==> src/inc/pwm_cfg.svh <==
// constants for the dual reload timer pwm block
// assumes a single 125 MHz clock and software on a plain register port
`ifndef PWM_CFG_SVH
`define PWM_CFG_SVH

// ==========================================
// register offsets
`define ADDR_CONTROL      4'h0
`define ADDR_RELOAD_ONE   4'h1
`define ADDR_RELOAD_TWO   4'h2
`define ADDR_DUTY_BASE    4'h4
`define ADDR_OUTPUT_CTRL  4'h8
`define ADDR_STATUS       4'h9

// ==========================================
// control field positions
`define BIT_DUAL          0
`define BIT_TRANSFER_ONE  1
`define BIT_TRANSFER_TWO  2
`define BIT_FORCE_ONE     3
`define BIT_FORCE_TWO     4

// ==========================================
// reset values and timing
`define CONTROL_RESET     5'h06
`define OUTPUT_CTRL_RESET 8'h00
`define OVERFLOW_VALUE    12'hFFF
`define COUNT_ZERO        12'h000

`endif

==> src/inc/pwm_pkg.sv <==
// types for the dual reload timer pwm block
// assumes pwm_cfg.svh supplies the numbers
package pwm_pkg;
  // overflow source of a counter
  typedef enum logic [1:0] {
    OVF_NONE    = 2'h0,
    OVF_NATURAL = 2'h1,
    OVF_FORCED  = 2'h3
  } overflow_kind_type;
endpackage

==> src/rtl/dual_reload_timer_pwm.sv <==
// top of the dual twelve-bit auto-reload pwm timer
// assumes a plain register port, read data one cycle after strobe
`timescale 1ns/1ns
`default_nettype none
`include "pwm_cfg.svh"
module dual_reload_timer_pwm #(
  parameter int WIDTH = 12
) (
  // clock and reset
  input  wire logic             sys_clk,
  input  wire logic             rst,
  // register port
  input  wire logic [3:0]       addr,
  input  wire logic [15:0]      wdata,
  input  wire logic             wr,
  input  wire logic             rd,
  output logic [15:0]           rdata,
  // pins
  output logic [3:0]            waveform_outputs
);
  initial begin
    if (WIDTH != 12) $error("dual_reload_timer_pwm serves only twelve bits");
  end

  // ==========================================
  // register state
  logic             dual_counter_enable;   // dual mode
  logic             duty_transfer_one;
  logic             duty_transfer_two;
  logic             force_overflow_one;
  logic             force_overflow_two;
  logic [WIDTH-1:0] reload_value_one;
  logic [WIDTH-1:0] reload_value_two;
  logic [WIDTH-1:0] duty_preload [4];      // preloads per output
  logic [3:0]       polarity_bits;
  logic [3:0]       output_enable_bits;
  logic [15:0]      next_rdata;

  // next values
  logic             next_dual, next_tr_one, next_tr_two, next_f_one, next_f_two;
  logic [WIDTH-1:0] next_reload_one, next_reload_two;
  logic [WIDTH-1:0] next_duty [4];
  logic [3:0]       next_polarity, next_oe;

  // counters
  logic [WIDTH-1:0] count_one, counter_two;
  logic             ovf_one, ovf_two;

  // routing per output
  logic [3:0]       ch_ovf, ch_transfer;
  logic [WIDTH-1:0] ch_count [4];

  // decode a write to one address
  function automatic logic hit(input logic [3:0] a, input logic [3:0] target);
    hit = (a == target);
  endfunction

  // ==========================================
  // counters
  reload_counter #(.WIDTH(WIDTH)) u_counter_one (
    .sys_clk        (sys_clk),
    .rst            (rst),
    .reload         (reload_value_one),
    .force_req      (force_overflow_one),
    .count          (count_one),
    .overflow_event (ovf_one)
  );

  // counter two also runs in single mode; no pin uses it, but its overflow still clears force two
  reload_counter #(.WIDTH(WIDTH)) u_counter_two (
    .sys_clk        (sys_clk),
    .rst            (rst),
    .reload         (reload_value_two),
    .force_req      (force_overflow_two),
    .count          (counter_two),
    .overflow_event (ovf_two)
  );

  // ==========================================
  // register writes and reads
  always_comb begin
    next_dual       = dual_counter_enable;
    next_tr_one     = duty_transfer_one;
    next_tr_two     = duty_transfer_two;
    next_reload_one = reload_value_one;
    next_reload_two = reload_value_two;
    next_polarity   = polarity_bits;
    next_oe         = output_enable_bits;
    for (int i = 0; i < 4; i++) begin
      next_duty[i] = duty_preload[i];
    end
    // hardware clears force once its overflow happened
    next_f_one = force_overflow_one & ~ovf_one;
    next_f_two = force_overflow_two & ~ovf_two;
    if (wr) begin
      if (hit(addr, `ADDR_CONTROL)) begin
        next_dual   = wdata[`BIT_DUAL];
        next_tr_one = wdata[`BIT_TRANSFER_ONE];
        next_tr_two = wdata[`BIT_TRANSFER_TWO];
        // software set wins over the hardware clear
        next_f_one  = next_f_one | wdata[`BIT_FORCE_ONE];
        next_f_two  = next_f_two | wdata[`BIT_FORCE_TWO];
      end
      if (hit(addr, `ADDR_RELOAD_ONE)) next_reload_one = wdata[WIDTH-1:0];
      if (hit(addr, `ADDR_RELOAD_TWO)) next_reload_two = wdata[WIDTH-1:0];
      for (int i = 0; i < 4; i++) begin
        if (hit(addr, `ADDR_DUTY_BASE + 4'(i))) next_duty[i] = wdata[WIDTH-1:0];
      end
      if (hit(addr, `ADDR_OUTPUT_CTRL)) begin
        next_oe       = wdata[3:0];
        next_polarity = wdata[7:4];
      end
    end
    // read data, unmapped reads zero
    next_rdata = 16'h0000;
    if (rd) begin
      case (addr)
        `ADDR_CONTROL:     next_rdata = {11'h000, force_overflow_two, force_overflow_one,
                                         duty_transfer_two, duty_transfer_one, dual_counter_enable};
        `ADDR_RELOAD_ONE:  next_rdata = {4'h0, reload_value_one};
        `ADDR_RELOAD_TWO:  next_rdata = {4'h0, reload_value_two};
        4'h4, 4'h5, 4'h6, 4'h7: next_rdata = {4'h0, duty_preload[addr[1:0]]};
        `ADDR_OUTPUT_CTRL: next_rdata = {8'h00, polarity_bits, output_enable_bits};
        `ADDR_STATUS:      next_rdata = {4'h0, count_one};
        default:           next_rdata = 16'h0000;
      endcase
    end
  end

  // ==========================================
  // register update
  always_ff @(posedge sys_clk or posedge rst) begin
    if (rst) begin
      dual_counter_enable <= 1'b0;
      duty_transfer_one   <= 1'b1; // transfer set at reset
      duty_transfer_two   <= 1'b1;
      force_overflow_one  <= 1'b0;
      force_overflow_two  <= 1'b0;
      reload_value_one    <= `COUNT_ZERO;
      reload_value_two    <= `COUNT_ZERO;
      for (int i = 0; i < 4; i++) begin
        duty_preload[i] <= `COUNT_ZERO;
      end
      polarity_bits       <= 4'h0;
      output_enable_bits  <= 4'h0;
      rdata               <= 16'h0000;
    end else begin
      dual_counter_enable <= next_dual;
      duty_transfer_one   <= next_tr_one;
      duty_transfer_two   <= next_tr_two;
      force_overflow_one  <= next_f_one;
      force_overflow_two  <= next_f_two;
      reload_value_one    <= next_reload_one;
      reload_value_two    <= next_reload_two;
      for (int i = 0; i < 4; i++) begin
        duty_preload[i] <= next_duty[i];
      end
      polarity_bits       <= next_polarity;
      output_enable_bits  <= next_oe;
      rdata               <= next_rdata;
    end
  end

  // ==========================================
  // counter routing: outputs 2 and 3 follow counter two in dual mode
  always_comb begin
    for (int i = 0; i < 4; i++) begin
      if (dual_counter_enable && i >= 2) begin
        ch_ovf[i]      = ovf_two;
        ch_transfer[i] = duty_transfer_two;
        ch_count[i]    = counter_two;
      end else begin
        ch_ovf[i]      = ovf_one;
        ch_transfer[i] = duty_transfer_one;
        ch_count[i]    = count_one;
      end
    end
  end

  // ==========================================
  // channels
  for (genvar g = 0; g < 4; g++) begin : gen_channel
    pwm_channel #(.WIDTH(WIDTH)) u_channel (
      .sys_clk        (sys_clk),
      .rst            (rst),
      .count          (ch_count[g]),
      .overflow_event (ch_ovf[g]),
      .transfer       (ch_transfer[g]),
      .duty_preload   (duty_preload[g]),
      .polarity       (polarity_bits[g]),
      .enable         (output_enable_bits[g]),
      .waveform       (waveform_outputs[g])
    );
  end
endmodule
`default_nettype wire

==> src/rtl/reload_counter.sv <==
// one twelve-bit auto-reload up-counter with forced overflow
// assumes reload value and force request from the register side
`timescale 1ns/1ns
`default_nettype none
`include "pwm_cfg.svh"
module reload_counter #(
  parameter int WIDTH = 12
) (
  // clock and reset
  input  wire logic             sys_clk,
  input  wire logic             rst,
  // control
  input  wire logic [WIDTH-1:0] reload,
  input  wire logic             force_req,
  // state
  output logic [WIDTH-1:0]      count,
  output logic                  overflow_event
);
  initial begin
    if (WIDTH != 12) $error("reload_counter serves only twelve bits");
  end

  logic [WIDTH-1:0] next_count;     // next counter value
  logic             wrap;           // counter at top
  pwm_pkg::overflow_kind_type kind; // source of this overflow

  // ==========================================
  // next value: forced load to top, wrap to reload
  always_comb begin
    wrap = (count == WIDTH'(`OVERFLOW_VALUE));
    if (wrap) begin
      kind = force_req ? pwm_pkg::OVF_FORCED : pwm_pkg::OVF_NATURAL;
      next_count = reload;
    end else if (force_req) begin
      // jump straight to top; overflow follows next edge
      kind = pwm_pkg::OVF_NONE;
      next_count = WIDTH'(`OVERFLOW_VALUE);
    end else begin
      kind = pwm_pkg::OVF_NONE;
      next_count = count + WIDTH'(1);
    end
  end

  assign overflow_event = (kind != pwm_pkg::OVF_NONE);

  // ==========================================
  // register
  always_ff @(posedge sys_clk or posedge rst) begin
    if (rst) begin
      count <= `COUNT_ZERO;
    end else begin
      count <= next_count;
    end
  end
endmodule
`default_nettype wire

==> src/rtl/pwm_channel.sv <==
// one pwm output: active duty, waveform, polarity flop, enable
// assumes overflow pulse and transfer bit of its counter
`timescale 1ns/1ns
`default_nettype none
`include "pwm_cfg.svh"
module pwm_channel #(
  parameter int WIDTH = 12
) (
  // clock and reset
  input  wire logic             sys_clk,
  input  wire logic             rst,
  // counter side
  input  wire logic [WIDTH-1:0] count,
  input  wire logic             overflow_event,
  input  wire logic             transfer,
  // software side
  input  wire logic [WIDTH-1:0] duty_preload,
  input  wire logic             polarity,
  input  wire logic             enable,
  // pin
  output logic                  waveform
);
  logic [WIDTH-1:0] active_duty;      // compared value
  logic [WIDTH-1:0] next_active_duty;
  logic             level;            // raw waveform
  logic             next_level;
  logic             polarity_flop;    // applied polarity
  logic             next_polarity_flop;
  logic             next_waveform;

  // ==========================================
  // next values
  always_comb begin
    next_active_duty   = active_duty;
    next_polarity_flop = polarity_flop;
    next_level         = level;
    if (overflow_event) begin
      next_level = 1'b1;
      if (transfer) begin
        next_active_duty   = duty_preload;
        next_polarity_flop = polarity;
      end
    end else if (count == active_duty) begin
      next_level = 1'b0;
    end
    // pin after inversion, gated by enable
    next_waveform = enable & (next_level ^ next_polarity_flop);
  end

  // ==========================================
  // registers
  always_ff @(posedge sys_clk or posedge rst) begin
    if (rst) begin
      active_duty   <= `COUNT_ZERO;
      level         <= 1'b0;
      polarity_flop <= 1'b0;
      waveform      <= 1'b0;
    end else begin
      active_duty   <= next_active_duty;
      level         <= next_level;
      polarity_flop <= next_polarity_flop;
      waveform      <= next_waveform;
    end
  end
endmodule
`default_nettype wire

==> config.mk <==
export PLATFORM = sky130hd
export DESIGN_NAME = dual_reload_timer_pwm
export DESIGN_NICKNAME = d
export VERILOG_FILES = /design/src/inc/pwm_pkg.sv /design/src/rtl/dual_reload_timer_pwm.sv /design/src/rtl/reload_counter.sv /design/src/rtl/pwm_channel.sv
export VERILOG_INCLUDE_DIRS = /design/src /design/src/inc
export SDC_FILE = /design/constraint.sdc
export NUM_CORES = 1
export LEC_CHECK = 0
export ABC_AREA = 1
export BUFFER_PORTS_ARGS = -buffer_cell sky130_fd_sc_hd__clkbuf_2
export CAP_MARGIN = 20
export CORE_MARGIN = 2
export CORE_UTILIZATION = 48
export CTS_CLUSTER_SIZE = 16
export DETAILED_ROUTE_END_ITERATION = 8
export PLACE_DENSITY_LB_ADDON = 0.1
export SYNTH_ARGS = -nofsm -noshare
export SYNTH_HDL_FRONTEND = slang
export SYNTH_SLANG_ARGS = --single-unit
==> constraint.sdc <==
create_clock -name sys_clk -period 9.6 [get_ports sys_clk]
set_input_delay 0.48 -clock sys_clk [delete_from_list [all_inputs] [get_ports sys_clk]]
set_output_delay 0.48 -clock sys_clk [all_outputs]
set_load 0.01 [all_outputs]
==> results of run 1 <==
power by group:
| part | switching (W) | internal [W] | total, W |
|---|---|---|---|
| combinational | 0.000533 | 0.000325 | 0.000858 |
| clock | 0.000318 | 0.000472 | 0.000791 |
| sequential | 0.000213 | 0.000984 | 0.00120 |
| total | 0.00106 | 0.00178 | 0.00285 |
through the flow:
| step | hold WS [ns] | power (W) |
|---|---|---|
| floorplan | 0.4508 | 0.001850 |
| global placement | 0.4670 | 0.002037 |
| detailed placement | 0.4733 | 0.002058 |
| CTS | 0.2383 | 0.002848 |
| global route | 0.2532 | 0.003036 |
| finish | 0.1836 | 0.002845 |
per-layer routing:
layer	track usage, %	up-vias
li1	-	3544
met1	40.97	3502
met2	40.92	222
met3	4.925	29
met4	7.632	0
met5	0	-
logic make-up (layout without fill, tap and decap cells):
logic type      count (synthesis)  after routing  synth area share [%]
fa+ha+maj                       2              2                0.2794
buf+inv                       179            203                 8.565
xor+xnor                       37             37                 3.619
other cells                     1              4               0.04188
flops                         181            181                 50.61
simple gates                  446            446                 22.10
compound gates                231            231                 14.78
area by class of cell:
class | instances | share of cell area [%]
inverters | 129 | 4.996
multi-input cells | 720 | 37.17
clock buffers | 18 | 4.451
well taps | 229 | 2.904
flip-flops and latches | 181 | 45.93
repair buffers | 42 | 2.308
clock inverters | 14 | 2.244
worst min path at each step:
stage | depth (start not counted) | endpoint | slack (ns) | startpoint
after floorplan | 2 | gen_channel[1].u_channel.level | 0.45 | gen_channel[1].u_channel.level
after detailed placement | 2 | reload_value_two[6] | 0.47 | reload_value_two[6]
after CTS | 2 | duty_preload[27] | 0.24 | rst
after global placement | 2 | duty_preload[40] | 0.47 | duty_preload[40]
final | 2 | duty_preload[27] | 0.18 | rst
after global routing | 2 | duty_preload[27] | 0.25 | rst
flip-flops by register name, summed over array words and instances (netlist names):
name and cells:
dual_counter_enable 1, duty_preload 48, duty_transfer_one 1, duty_transfer_two 1, force_overflow_one 1, force_overflow_two 1
gen_channel.u_channel.active_duty 48, gen_channel.u_channel.level 4, gen_channel.u_channel.polarity_flop 4, gen_channel.u_channel.waveform 4, output_enable_bits 4, polarity_bits 4
rdata 12, reload_value_one 12, reload_value_two 12, u_counter_one.count 12, u_counter_two.count 12
cell usage in the layout (no fill, tap or decap), types with 3 or more instances in the layout:
cell,instances
a211oi_1,7
a21oi_1,28
a22oi_1,23
buf_4,7
bufinv_16,5
clkbuf_16,17
clkbuf_2,35
clkinvlp_4,3
conb_1,4
dfrtp_1,179
inv_1,123
inv_2,3
inv_6,4
nand2_1,266
nand2_2,22
nand3_1,64
nand3b_1,18
nand4_1,6
nor2_1,50
nor3_1,13
o21ai_0,113
o21ai_1,18
o21ai_2,11
o22ai_1,22
xnor2_1,17
xor2_1,20
==> impl_metrics.csv, run 1 <==
group,metric,value,unit
global_route,grt.overflow.total,0,
drt,top_layer,"met4",
clock_tree,post-cts-setup-buffers,0,
yosys,synthArstFlopShare,100.0,%
floorplanning,rows,49,
clock_tree,cts_tree,"built",
floorplanning,initial_core_util,49.35,%
drt,routedWlPerCell,19.22,um
drt,antenna_left,0,
cells_and_area,nNetsFinal,1117,
drt,firstDrtPassIters,5,
yosys,synth_cell_types,41,
floorplanning,core_area,0.01815,mm2
setup_path,critPathSlowestCell,"dfrtp_1",
place,dpl_cell_area,0.009206,mm2
sta,tightest_slew,0.8399,ns
drt,vias,7297,
global_route,grt_pass1_vias,6888,
min_path,hp-class,"primary input to async pin",
setup_path,r2r_end,"gen_channel[2].u_channel.active_duty[11]",
clock_tree,clkSlewWorstSetupHoldPaths,0.07,ns
sta,rsz0062_at_grt,"false",
drt,drt_iter0_markers,617,
cells_and_area,final_util,54.37,%
sta,period_share,28.09,%
yosys,yosys-top-cells-count,"nand2_1 (266), dfrtp_1 (179), inv_1 (124)",
setup_path,arrival,3.00,ns
setup_path,crit_type,"register to register",
setup_path,reg2reg_slack,6.90,ns
clock_tree,clockBufferDepth,2,
clock_tree,clk_latency,0.44,ns
global_route,grt_pass1_wl,40390,um
setup_path,end_kind,"register",
drt,dr_wl_met3,1564,um
place,hpwl,18820,um
yosys,yosys_warnings,0,
power,irDropWorstVdd,0.1579,mV
cells_and_area,instances_no_fill,1333,
cells_and_area,n_fill_cell,1747,
setup_path,critPathRequiredTime,9.90,ns
status,outcome,"complete, no violations",
cells_and_area,final-seq-area,0.004532,mm2
yosys,synth_seq_area_share,50.61,%
setup_path,path_buf_inv,0,
drt,dr_wl_met2,11390,um
yosys,yosysMostFrequentCell,"nand2_1",
sta,finalMaxSlewViolations,0,
cells_and_area,drive_gt1_share,10.96,%
clock_tree,cts_root_buf,"clkbuf_16",
floorplanning,die_w,140.6,um
yosys,synth_area_leaders,"dfrtp_1 (50%), nand2_1 (11%), o21ai_0 (6.3%)",
yosys,postSynthAreaPerCell,8.315,um2
cells_and_area,postLayoutCellArea,0.009867,mm2
drt,viasPerCell,5.474,
clock_tree,h-tree-depth,4,
yosys,synth.cell_area,0.008955,mm2
setup_path,endpoint,"gen_channel[2].u_channel.active_duty[11]",
global_route,antenna_found_initial,0,
setup_path,cp_max_fo,48,
place,dp_slack,6.928,ns
setup_path,startpoint,"u_counter_one.count[0]",
power,p_leak,4.830,nW
power,power.density,288.4,mW/mm2
sta,slew_headroom,44.01,%
sta,setup_viol,0,
setup_path,path_cells,"ha_1 > nand2_1 > nor2_1 > nand3_4 > nand2_2 > nand3_4 > nand2_1 > o21ai_2",
clock_tree,hold_buffers,0,
global_route,track_usage,27.29,%
cells_and_area,area_growth,10.19,%
setup_path,crit_family,"simple AND/OR/NAND/NOR gates",
yosys,ys_ff_latch,181,
drt,routed_wirelength,25620,um
job,maxCapViolations,0,
sta,fmax,370.8,MHz
clock_tree,post_cts.resized_instances,0,
setup_path,r2r-start,"u_counter_one.count[0]",
sta,skew,0.01273,ns
place,dp_cells,1301,
floorplanning,pin_count,44,
sta,timing.setup.tns,0,ns
floorplanning,die_h,140.6,um
drt,drc,0,
floorplanning,fp.dieArea,0.01976,mm2
place,numPortBuffers,35,
setup_path,slowest_delay,0.63,ns
drt,wl_met1,12140,um
cells_and_area,antennaDiodeCount,0,
place,gp_congestion,0.9272,
setup_path,reg2reg_depth,8,
sta,hold_violations,0,
sta,postLayoutSetupSlackWorst,6.903,ns
yosys,synthFlopType,"dfrtp_1",
sta,layout_min_cycle_time,2.697,ns
yosys,yosysTopAreaCellShare,50.02,%
setup_path,worst_setup_path_start_kind,"register",
yosys,post_synth_inst_count,1077,
cells_and_area,multi_input_area,0.003667,mm2
clock_tree,clock-sinks,181,
setup_path,cp.depth,8,
global_route,grt_max_degree,119,
yosys,synth_top_area_cell,"dfrtp_1",
clock_tree,numCtsBuffers,17,
yosys,synth_edf_count,0,
(Power assumes the default switching activity.)
==> inputs of run 2 (changes only) <==
- clock period: 9.6 -> 2.8 ns (I/O delays scaled with it)
==> impl_metrics.csv, run 2 (same netlist as run 1, synthesis figures left out) <==
group,metric,value,unit
global_route,grt_pass1_wl,40610,um
floorplanning,die_w,140.6,um
global_route,grt.overflow.total,0,
clock_tree,post_cts.resized_instances,0,
status,outcome,"complete, no violations",
setup_path,cp_max_fo,48,
sta,skew,0.009647,ns
sta,fmax,426.3,MHz
drt,routedWlPerCell,19.32,um
floorplanning,die_h,140.6,um
clock_tree,numCtsBuffers,17,
sta,period_share,83.77,%
drt,viasPerCell,5.537,
clock_tree,clkSlewWorstSetupHoldPaths,0.07,ns
global_route,track_usage,27.40,%
place,dp_slack,0.4929,ns
sta,timing.setup.tns,0,ns
cells_and_area,drive_gt1_share,11.73,%
place,gp_congestion,0.9249,
place,hpwl,19210,um
clock_tree,clockBufferDepth,2,
min_path,holdPathStages,3,
floorplanning,core_area,0.01815,mm2
sta,hold_violations,0,
setup_path,path_cells,"ha_1 > nand2_1 > nor2_1 > nand3_4 > nand2_2 > nand3_4 > buf_4 > nand2_1 > o21ai_2",
global_route,grt_pass1_vias,6992,
setup_path,critPathSlowestCell,"dfrtp_1",
setup_path,critPathRequiredTime,3.11,ns
clock_tree,clock-sinks,181,
cells_and_area,reg_top3,"duty_preload (48), gen_channel.u_channel.active_duty (48)",
cells_and_area,antennaDiodeCount,0,
power,irDropWorstVdd,0.4693,mV
floorplanning,fp.dieArea,0.01976,mm2
setup_path,slowest_delay,0.56,ns
setup_path,crit_family,"simple AND/OR/NAND/NOR gates",
sta,postLayoutSetupSlackWorst,0.4545,ns
clock_tree,clk_latency,0.44,ns
cells_and_area,postLayoutCellArea,0.009980,mm2
global_route,grt_max_degree,81,
job,maxCapViolations,0,
min_path,hp-class,"primary input to register",
floorplanning,initial_core_util,49.35,%
power,p_leak,4.896,nW
power,finalPower,0.009842,W
setup_path,crit_type,"register to register",
clock_tree,cts_tree,"built",
setup_path,cp.depth,9,
sta,finalMaxSlewViolations,0,
cells_and_area,final_common_cell,"nand2_1",
floorplanning,pin_count,44,
drt,drt_iter0_markers,809,
setup_path,end_kind,"register",
sta,rsz0062_at_grt,"false",
cells_and_area,nNetsFinal,1130,
setup_path,worst_setup_path_start_kind,"register",
global_route,antenna_found_initial,0,
cells_and_area,final_cell_mix,"nand2_1 (266), dfrtp_1 (179), inv_1 (123)",
setup_path,reg2reg_depth,9,
drt,antenna_left,0,
sta,slew_headroom,43.09,%
sta,layout_min_cycle_time,2.346,ns
sta,tightest_slew,0.8512,ns
clock_tree,cts_root_buf,"clkbuf_16",
cells_and_area,area_growth,11.44,%
setup_path,path_buf_inv,1,
floorplanning,rows,49,
place,dpl_cell_area,0.009303,mm2
drt,drc,0,
drt,vias,7453,
drt,firstDrtPassIters,5,
clock_tree,h-tree-depth,4,
place,numPortBuffers,35,
sta,setup_viol,0,
drt,routed_wirelength,26010,um
power,power.density,986.2,mW/mm2
setup_path,arrival,2.65,ns
[run 2: timing repair]
action,4_1_cts,5_1_grt
buffers inserted,0,0
endpoints found under the hold margin,18,0
endpoints found under the setup margin,0,0
hold buffers,3,0
[run 2: layout make-up]
type | count | area [um2]
Sequential cell | 181 | 4532
Tap cell | 229 | 286.5
Fill cell | 1691 | 8168
Inverter | 129 | 489.2
Multi-Input combinational cell | 720 | 3667
Clock buffer | 18 | 439.2
Timing Repair Buffer | 55 | 357.8
Clock inverter | 14 | 207.7
[run 2: layer usage]
metal / up-vias / GRT usage (%) / wire (um)
li1: 3559 / - / -
met4: 0 / 9.105 / 700
met3: 35 / 4.620 / 1732
met2: 276 / 40.33 / 11480
met5: - / 0 / 0
met1: 3583 / 41.41 / 12100
[run 2: final timing paths]
| kind | start | to | slack, ns |
|---|---|---|---|
| max | u_counter_one.count[0] | gen_channel[3].u_channel.active_duty[8] | 0.45 |
| min | wdata[1] | duty_preload[1] | 0.01 |
| max reg2reg | u_counter_one.count[0] | gen_channel[3].u_channel.active_duty[8] | 0.45 |
| min reg2reg | reload_value_two[6] | reload_value_two[6] | 0.49 |
| max in group asynchronous | rst | duty_transfer_two | 1.70 |
| min in group asynchronous | rst | gen_channel[0].u_channel.active_duty[1] | 0.25 |
[run 2: power breakdown]
| part | internal (W) | switching (W) | total, W |
|---|---|---|---|
| registers | 0.00339 | 0.000734 | 0.00413 |
| clock network | 0.00155 | 0.00112 | 0.00267 |
| logic | 0.00117 | 0.00187 | 0.00305 |
[run 2: per-stage QoR]
stage	hold slack (ns)	std cells	util (%)
2_1_floorplan	0.2610	1080	-
3_3_place_gp	0.1620	1311	51.26
3_5_place_dp	0.1704	1311	51.26
4_1_cts	0.004811	1346	54.99
5_1_grt	0.02930	1346	54.99
6_report	0.01211	1346	54.99
[run 2: worst min-delay path: stages]
cell,delay [ns]
clkbuf_2,0.15
nand2_1,0.06
o21ai_0,0.06
